[src/gpt_cfg.svh]
// Constants for the edge-count/edge-time timer block.
// Assumes a 20 MHz system clock; included by the timer and the test bench.
`ifndef GPT_CFG_SVH
`define GPT_CFG_SVH
`define GPT_HALF_W 16
`define GPT_FULL_W 32
`define GPT_LOAD_RST 16'hFFFF
`define GPT_MATCH_RST 16'h0000
`define GPT_EDGE_POS 2'h1
`define GPT_EDGE_NEG 2'h2
`define GPT_EDGE_BOTH 2'h3
`endif

[src/gpt_pkg.sv]
// Types for the edge-count/edge-time timer block.
// Assumes gpt_cfg.svh is on the include path.
package gpt_pkg;
  typedef enum logic [1:0] {
    GPT_MODE_OFF,
    GPT_MODE_EDGE_COUNT,
    GPT_MODE_EDGE_TIME
  } gpt_mode_t;

  typedef struct packed {
    gpt_mode_t mode;
    logic [1:0] edge_sel;
    logic enable;
    logic dma_en;
  } gpt_half_cfg_t;

  typedef struct packed {
    logic match_irq;
    logic dma_req;
    logic capture;
  } gpt_half_evt_t;
endpackage

[src/gpt_timer.sv]
// Dual-half general-purpose timer in edge-count and edge-time modes.
// Assumes capture pins are asynchronous and configuration is quasi-static.
//
// Operation
// - Decrement counter once per qualifying capture edge
// - In edge-count mode, counter reaching match value raises match interrupt
// - After match, reload interval load value and continue
// - 32-bit match compares all counter bits
// - Match raises DMA request only when enabled
// - Halves A and B both issue DMA requests; only half A when concatenated
// - Edge-time rollover alone makes no DMA request
`timescale 1ns/10ps
`include "gpt_cfg.svh"
module gpt_timer #(
  parameter int HW = `GPT_HALF_W
) (
  // Clock and reset
  input wire logic CLK_SYS,
  input wire logic RST,
  // Configuration
  input wire logic CFG_CONCAT,
  input wire gpt_pkg::gpt_half_cfg_t CFG_A,
  input wire gpt_pkg::gpt_half_cfg_t CFG_B,
  input wire logic [HW-1:0] INTERVAL_LOAD_A,
  input wire logic [HW-1:0] INTERVAL_LOAD_B,
  input wire logic [HW-1:0] HALF_A_MATCH_VALUE,
  input wire logic [HW-1:0] HALF_B_MATCH_VALUE,
  input wire logic LOAD_STROBE,
  // Capture pins
  input wire logic CAPTURE_INPUT_PIN_A,
  input wire logic CAPTURE_INPUT_PIN_B,
  // Status and events
  output logic [2*HW-1:0] COUNT,
  output logic [2*HW-1:0] CAPTURE_VALUE,
  output gpt_pkg::gpt_half_evt_t EVT_A,
  output gpt_pkg::gpt_half_evt_t EVT_B
);
  // ==========================================================
  // Pin synchronisers and edge detection
  // ==========================================================
  logic [1:0] sync1_ff, sync2_ff, prev_ff;
  always_ff @(posedge CLK_SYS or posedge RST) begin
    if (RST) begin
      sync1_ff <= 2'h0;
      sync2_ff <= 2'h0;
      prev_ff <= 2'h0;
    end else begin
      sync1_ff <= {CAPTURE_INPUT_PIN_B, CAPTURE_INPUT_PIN_A};
      sync2_ff <= sync1_ff;
      prev_ff <= sync2_ff;
    end
  end

  function automatic logic edge_hit(input logic [1:0] sel,
                                    input logic now, input logic was);
    edge_hit = (sel[0] & now & ~was) | (sel[1] & ~now & was);
  endfunction

  gpt_pkg::gpt_half_cfg_t cfg [2];
  assign cfg[0] = CFG_A;
  assign cfg[1] = CFG_B;
  wire [HW-1:0] load_v [2];
  wire [HW-1:0] match_v [2];
  assign load_v[0] = INTERVAL_LOAD_A;
  assign load_v[1] = INTERVAL_LOAD_B;
  assign match_v[0] = HALF_A_MATCH_VALUE;
  assign match_v[1] = HALF_B_MATCH_VALUE;

  // ==========================================================
  // Half counters
  // ==========================================================
  logic [HW-1:0] cnt_ff [2];
  logic [HW-1:0] nxt_cnt [2];
  logic [HW-1:0] cap_ff [2];
  logic [1:0] irq_ff, dma_ff, capev_ff;
  logic [1:0] hit, active, is_count, at_match, at_zero;

  // In concatenated mode half A's controls drive both halves.
  wire [2*HW-1:0] full_cnt = {cnt_ff[1], cnt_ff[0]};
  wire [2*HW-1:0] full_match = {HALF_B_MATCH_VALUE, HALF_A_MATCH_VALUE};
  wire [2*HW-1:0] full_load = {INTERVAL_LOAD_B, INTERVAL_LOAD_A};
  wire full_hit = CFG_A.enable && CFG_A.mode != gpt_pkg::GPT_MODE_OFF &&
                  edge_hit(CFG_A.edge_sel, sync2_ff[0], prev_ff[0]);
  wire full_is_count = CFG_A.mode == gpt_pkg::GPT_MODE_EDGE_COUNT;
  wire [2*HW-1:0] full_dec = full_cnt - 1'b1;
  wire full_match_hit = full_dec == full_match;
  wire [2*HW-1:0] full_next = (full_is_count && full_match_hit) ?
                              full_load : full_dec;

  genvar g;
  generate
    for (g = 0; g < 2; g++) begin : g_half
      assign active[g] = cfg[g].enable &&
                         cfg[g].mode != gpt_pkg::GPT_MODE_OFF;
      assign is_count[g] = cfg[g].mode == gpt_pkg::GPT_MODE_EDGE_COUNT;
      assign hit[g] = active[g] &&
                      edge_hit(cfg[g].edge_sel, sync2_ff[g], prev_ff[g]);
      wire [HW-1:0] dec_v;
      assign dec_v = cnt_ff[g] - 1'b1;
      assign at_match[g] = dec_v == match_v[g];
      assign at_zero[g] = cnt_ff[g] == '0;
      // Edge count: reload after match; either mode: reload load value at zero.
      assign nxt_cnt[g] = (is_count[g] && at_match[g]) ? load_v[g] :
                          (at_zero[g] ? load_v[g] : dec_v);
    end
  endgenerate

  wire [1:0] ev = CFG_CONCAT ? {1'b0, full_hit} : hit;
  wire [1:0] cnt_evt = CFG_CONCAT ? {1'b0, full_hit && full_is_count} :
                       (hit & is_count);
  wire [1:0] m_true = CFG_CONCAT ? {1'b0, full_match_hit} : at_match;
  wire [1:0] dma_on = {CFG_B.dma_en, CFG_A.dma_en};

  always_ff @(posedge CLK_SYS or posedge RST) begin
    if (RST) begin
      cnt_ff[0] <= `GPT_LOAD_RST;
      cnt_ff[1] <= `GPT_LOAD_RST;
    end else if (LOAD_STROBE) begin
      cnt_ff[0] <= INTERVAL_LOAD_A;
      cnt_ff[1] <= INTERVAL_LOAD_B;
    end else if (CFG_CONCAT) begin
      if (full_hit) begin
        {cnt_ff[1], cnt_ff[0]} <= full_next;
      end
    end else begin
      if (hit[0]) cnt_ff[0] <= nxt_cnt[0];
      if (hit[1]) cnt_ff[1] <= nxt_cnt[1];
    end
  end

  // ==========================================================
  // Match interrupt, DMA request and time capture pulses
  // ==========================================================
  // The match is judged on the count that an edge makes, so the interrupt
  // and the reload land on the same edge and the counter skips the match value.
  wire [1:0] match_pulse = cnt_evt & m_true;
  // Edge-time edges give a capture event; wrap past zero is silent.
  wire [1:0] time_pulse = ev & ~cnt_evt;
  wire [1:0] dma_pulse = (match_pulse | time_pulse) & dma_on;

  always_ff @(posedge CLK_SYS or posedge RST) begin
    if (RST) begin
      irq_ff <= 2'h0;
      dma_ff <= 2'h0;
      capev_ff <= 2'h0;
      cap_ff[0] <= '0;
      cap_ff[1] <= '0;
    end else begin
      irq_ff <= match_pulse;
      dma_ff <= dma_pulse;
      capev_ff <= time_pulse;
      if (time_pulse[0]) begin
        cap_ff[0] <= cnt_ff[0];
        if (CFG_CONCAT) cap_ff[1] <= cnt_ff[1];
      end
      if (time_pulse[1]) cap_ff[1] <= cnt_ff[1];
    end
  end

  assign COUNT = {cnt_ff[1], cnt_ff[0]};
  assign CAPTURE_VALUE = {cap_ff[1], cap_ff[0]};
  assign EVT_A = '{match_irq: irq_ff[0], dma_req: dma_ff[0],
                   capture: capev_ff[0]};
  assign EVT_B = '{match_irq: irq_ff[1], dma_req: dma_ff[1],
                   capture: capev_ff[1]};
endmodule

[config.mk]
export PLATFORM = sky130hd
export DESIGN_NAME = gpt_timer
export DESIGN_NICKNAME = d
export VERILOG_FILES = /design/src/gpt_pkg.sv /design/src/gpt_timer.sv
export VERILOG_INCLUDE_DIRS = /design/src
export SDC_FILE = /design/constraint.sdc
export NUM_CORES = 1
export LEC_CHECK = 0
export BUFFER_PORTS_ARGS = -buffer_cell sky130_fd_sc_hd__buf_2
export CAP_MARGIN = 20
export CORE_MARGIN = 4
export CORE_UTILIZATION = 47
export DETAILED_ROUTE_END_ITERATION = 6
export HOLD_SLACK_MARGIN = 0.02
export PLACE_DENSITY = 0.73
export SLEW_MARGIN = 20
export SYNTH_ARGS = -nofsm -noshare
export SYNTH_HDL_FRONTEND = slang
export SYNTH_SLANG_ARGS = --single-unit
[constraint.sdc]
create_clock -name CLK_SYS -period 5.13 [get_ports CLK_SYS]
set_input_delay 1.026 -clock CLK_SYS [delete_from_list [all_inputs] [get_ports CLK_SYS]]
set_output_delay 1.026 -clock CLK_SYS [all_outputs]
set_load 0.01 [all_outputs]
# Yosys cells after proc, flatten, opt, wreduce, memory -nomap -nowiden
# Cells that the tools add are included.
[classes]
mux = 16
n_eq_ne = 6
bitwise = 20
n_reduce_logical = 18
add_sub_neg = 3
[ops]
columns = ["operator", "n"]
rows = [
  ["16-bit two-way mux", 9],
  ["32-bit two-way mux", 4],
  ["16-bit == test", 2],
  ["32-bit == test", 1],
  ["16-bit logical NOT", 2],
  ["16-bit by 1-bit subtractor with 16-bit output, second input constant", 2],
  ["32-bit by 1-bit subtractor with 32-bit output, second input constant", 1],
  ["2-bit nonzero test", 5],
  ["1-bit bitwise AND", 8],
  ["2-bit bitwise AND", 4],
  ["1-bit logical AND", 8],
  ["2-bit two-way mux", 3],
  ["2-bit by 1-bit == test with 1-bit output, second input constant", 2],
  ["1-bit NOT", 4],
  ["2-bit AND reduction", 2],
  ["3-bit by 1-bit != test with 1-bit output, second input constant", 1],
  ["3-bit nonzero test", 1],
  ["2-bit NOT", 1],
  ["1-bit bitwise OR", 2],
  ["2-bit bitwise OR", 1],
]
[word_totals]
out_inout_bits = 70
wordCells = 73
register_bits = 76

# Longest topological paths before layout
[logic_depth]
depth_word = 11
depth_mapped = 15
depth_no_buf = 11

# Least setup slack after synthesis
# Ideal clock, no wire load.
[synth_path]
kind = "register to register"
start = "reg cnt_ff (netlist bit COUNT[16])"
end = "reg cnt_ff (netlist bit COUNT[31])"
arrival_time_ns = 3.922
setup_slack_ns = 1.125
path_buffers = 4
setup_time_ns = 0.082
synth_period_minus_slack_ns = 4.005
stages_incl_launch_ff = 15
required_time_ns = 5.048
path_cell_list = "dfstp_2 -> clkbuf_1 -> inv_1 -> ha_1 -> clkbuf_1 -> or3b_2 -> or4_1 -> mux2i_1 -> o2111ai_1 -> or4_1 -> clkbuf_1 -> and2_1 -> buf_2 -> nor3_4 -> mux2_4"
[synth_between]
elab_chain_len = 7
[synth_lines]
columns = ["element", "line_no", "rtl"]
rows = [
  ["start: declaration", "gpt_timer.sv:72", "logic [HW-1:0] cnt_ff [2];"],
  ["32-bit by 1-bit subtractor with 32-bit output or 16-bit by 1-bit subtractor with 16-bit output (tied branches)", "gpt_timer.sv:85, gpt_timer.sv:99", ""],
  ["32-bit == test or 16-bit == test (tied branches)", "gpt_timer.sv:86, gpt_timer.sv:100", ""],
  ["1-bit logical AND, on equally long branches", "gpt_timer.sv:87, gpt_timer.sv:103", ""],
  ["32-bit two-way mux or 16-bit two-way mux (tied branches)", "gpt_timer.sv:87, gpt_timer.sv:103", ""],
  ["32-bit two-way mux or 16-bit two-way mux (tied branches)", "gpt_timer.sv:122, gpt_timer.sv:127", ""],
  ["32-bit two-way mux (*)", "gpt_timer.sv:121", "end else if (CFG_CONCAT) begin"],
  ["32-bit two-way mux (*)", "gpt_timer.sv:118", "end else if (LOAD_STROBE) begin"],
]
# Mark *: on every way between the ends. The rest lies on a longest branch, timed or not. The select of a mux whose other input is x is not followed.
# A chain may end at the register's enable or synchronous reset.

# Worst setup path after layout
[layout_path]
start = "reg cnt_ff (netlist bit COUNT[0])"
end = "reg cnt_ff (netlist bit COUNT[31])"
[layout_between]
elab_chain_len = 7
[layout_lines]
columns = ["element", "line_no", "rtl"]
rows = [
  ["32-bit by 1-bit subtractor with 32-bit output (*)", "gpt_timer.sv:85", "wire [2*HW-1:0] full_dec = full_cnt - 1'b1;"],
  ["32-bit == test", "gpt_timer.sv:86", "wire full_match_hit = full_dec == full_match;"],
  ["1-bit logical AND", "gpt_timer.sv:87", "wire [2*HW-1:0] full_next = (full_is_count && full_match_hit) ?"],
  ["32-bit two-way mux (*)", "gpt_timer.sv:87", ""],
  ["32-bit two-way mux (*)", "gpt_timer.sv:122", "if (full_hit) begin"],
  ["32-bit two-way mux (*)", "gpt_timer.sv:121", ""],
  ["32-bit two-way mux (*)", "gpt_timer.sv:118", ""],
]
# Marks and branches as above.

==> out/metrics.yaml <==
clocking:
  htree_levels: 3
  total_clock_buffers_created_by_cts: 9
  clockBufferDepth: 2
  ctsResizeCount: 0
  ctsHoldBuffers: 0
  clock_sink_count: 76
  worst_skew_pair.late_latency_ns: 0.36
  clk_pin_slew_worst_paths_ns: 0.07
  cts_setup_buffers: 0
  clockRootBuffer: "sky130_fd_sc_hd__clkbuf_16"
  cts_tree: "yes"
finish:
  finish.cell_count_without_fillers: 988
  layout-area-overhead-vs-synth_pct: 20.1
  finalInstanceArea_sq_um: 7140
  final_net_count: 899
  drive_gt1_frac: 0.328
  final_core_util: 0.585
  antenna_diode_count: 0
place:
  detail_placement_hpwl_microns: 15100
  placed_cell_count: 972
  dpl-instance-area_sq_um: 6830
  preCtsSetupSlack_ns: 0.679
  buffer_ports.inserted: 151
  gp_routability_congestion: 0.980
timing:
  final_hold_viol_count: 0
  timing_max_transition_violations_final: 0
  finClkSkew_ns: 0.0126
  final.setup.worst_slack_ns: 0.565
  timing.setup.tns_ns: 0
  grt_setup_unrepaired: "false"
  fin_crit_ns: 4.57
  holdWs_ns: 0.349
  slew_at_the_pin_with_the_worst_max_slew_slack_ns: 0.987
  finalSetupViolCount: 0
  peak_freq_mhz: 219
  max-slew-margin-rel: 0.342
  period_share: 0.890
status:
  result_of_the_run: "completed"
floorplan:
  row_count: 40
  die_area_sq_um: 14500
  chipHeight_microns: 120
  io_pins: 152
  initial_core_util: 0.487
  fp.dieW_microns: 120
  coreArea_sq_um: 12200
routing:
  via_per_inst: 6.16
  drt_drc_violations_left: 0
  drt_first_iter_violations: 692
  detail_route.wirelength_microns: 20100
  drt-wirelength-per-cell_microns: 20.3
  drt.antenna.violating_nets: 0
  vias: 6085
  firstDrtPassIters: 5
yosys:
  syn_inst: 690
  synth.yosys.seq_area_share: 0.327
  ys_warn_count: 0
  synth_area_sq_um: 5940
  synth-edff-count: 0
  postSynthNetCount: 774
  ys_dominant_reg_cell: "sky130_fd_sc_hd__dfrtp_1"
  postSynthAreaPerCell_sq_um: 8.61
  number_of_synthesized_register_bits: 76
  yosysTopAreaCell: "sky130_fd_sc_hd__dfrtp_1"
  synth_area_leaders: "sky130_fd_sc_hd__dfrtp_1 19%, sky130_fd_sc_hd__dfstp_2 14%, sky130_fd_sc_hd__mux2_2 6.3%"
  yosys.cell_types.count: 77
  yosys.area.top_type_share: 0.185
  synthArstFlopShare: 1.00
critical_path:
  timing.critical_path.arrival_ns: 4.84
  crit_fanout: 14
  cp-end-kind: "register"
  critPathLaunchType: "register"
  worstSetupPathType: "register to register"
  cp.required_ns: 5.41
power_and_ir_drop:
  cellInternalPower_mw: 1.63
  vdd.ir_drop.worst_mv: 0.237
  share_comb_of_total_power: 0.359
  p_sw_mw: 1.02
  p_clk_frac: 0.254
  cell_pwr_density_nw_per_um2: 371
  leakage_nw: 3.05
  swShare: 0.385
  totalPowerFinal_mw: 2.65
  seq_power_share: 0.387
global_route:
  grt_pass1_vias: 5798
  grt_first_pass_wirelength_microns: 31200
  track_usage: 0.272
  overflow: 0
  antenna_violations_before_repair: 0
  grt_start_max_net_pins: 42
flow_run:
  max_cap_violations: 0
min_path:
  min_delay_path_class: "register to register"
[kinds of logic after synthesis]
group | count (synthesis) | share of synthesized area
AOI/OAI and AO/OA | 149 | 0.176
xor gates and xnor gates | 64 | 0.0966
muxes | 47 | 0.0869
buffers and inverters | 73 | 0.0491
and+or+nand+nor | 279 | 0.261
adders and majority gates | 2 | 0.00421
DFF | 76 | 0.327
[layer usage]
metal | GRT usage | up-vias | part of all wire
met4 | 0.0963 | 0 | 0.026
met1 | 0.369 | 2918 | 0.43
li1 | - | 2809 | -
met3 | 0.0571 | 47 | 0.085
met5 | 0 | - | 0
met2 | 0.432 | 311 | 0.45
[state kept, by name (all words and copies together) (netlist names)]
register,cells
CAPTURE_VALUE,32
sync2_ff,2
irq_ff,2
sync1_ff,2
COUNT,32
dma_ff,2
capev_ff,2
prev_ff,2
[critical path: stages, from the launching register on]
cell	delay, ns
sky130_fd_sc_hd__dfstp_2	0.43
sky130_fd_sc_hd__inv_1	0.09
sky130_fd_sc_hd__ha_1	0.40
sky130_fd_sc_hd__nor3b_1	0.80
sky130_fd_sc_hd__nand4_1	0.67
sky130_fd_sc_hd__a21oi_1	0.30
sky130_fd_sc_hd__nor2_1	0.13
sky130_fd_sc_hd__nor4_1	0.51
sky130_fd_sc_hd__a21oi_2	0.33
sky130_fd_sc_hd__nor3_4	0.49
sky130_fd_sc_hd__mux2_4	0.34
[Yosys cell counts, drive strengths merged, types with 6 or more instances]
cell,n
nor2,45
nor3b,8
or3,22
dfstp,32
nand2,57
o21ai,25
xnor2,36
and3,18
nand2b,9
o41ai,7
nand3,25
a211o,18
mux2,34
inv,18
nor4,21
a21oi,30
mux2i,13
buf,12
xor2,27
nor3,21
a31oi,15
nand4,14
or4,10
dfrtp,44
clkbuf,42
and2,6
[final cells by class]
cell class / instances / area [sq um]
well taps: 168 / 210
fillers: 1143 / 5070
multi-input cells: 541 / 3720
flip-flops and latches: 76 / 1940
inverters: 19 / 72.6
clock buffers: 9 / 225
clock inverters: 7 / 82.6
repair buffers: 168 / 883
[power by group through the flow]
| stage | logic, mW | registers, mW | clock network [mW] |
|---|---|---|---|
| global route | 1.03 | 1.05 | 0.712 |
| global placement | 0.936 | 1.02 | 0 |
| detailed placement | 0.944 | 1.03 | 0 |
| finish | 0.950 | 1.02 | 0.672 |
| CTS | 0.949 | 1.02 | 0.685 |
| floorplan | 0.637 | 0.960 | 0 |
[final timing paths]
| path | startpoint | to | slack [ns] | cells past startpoint |
|---|---|---|---|---|
| setup / recovery | COUNT[0] | COUNT[31] | 0.56 | 10 |
| hold / removal | sync1_ff[1] | sync2_ff[1] | 0.35 | 0 |
| setup reg to reg | COUNT[0] | COUNT[31] | 0.56 | 10 |
| hold reg to reg | sync1_ff[1] | sync2_ff[1] | 0.35 | 0 |
| max in group asynchronous | RST | COUNT[2] | 3.39 | 3 |
| min in group asynchronous | RST | CAPTURE_VALUE[28] | 0.76 | 2 |
[cell usage in the layout (no fill, tap or decap), drive strengths merged, types with 13 or more instances in the layout]
master  netlist  final
nor3         21     21
a31oi        15     15
and3         18     18
nand3        25     25
nor4         21     21
xnor2        36     36
nor2         45     45
o21ai        25     25
dfstp        32     32
inv          18     20
mux2i        13     13
a21oi        30     30
nand2        57     57
dfrtp        44     44
xor2         27     27
buf          12    168
mux2         34     34
nand4        14     14
a211o        18     18
or3          22     22
No activity file was read; power rests on OpenSTA's default activity.
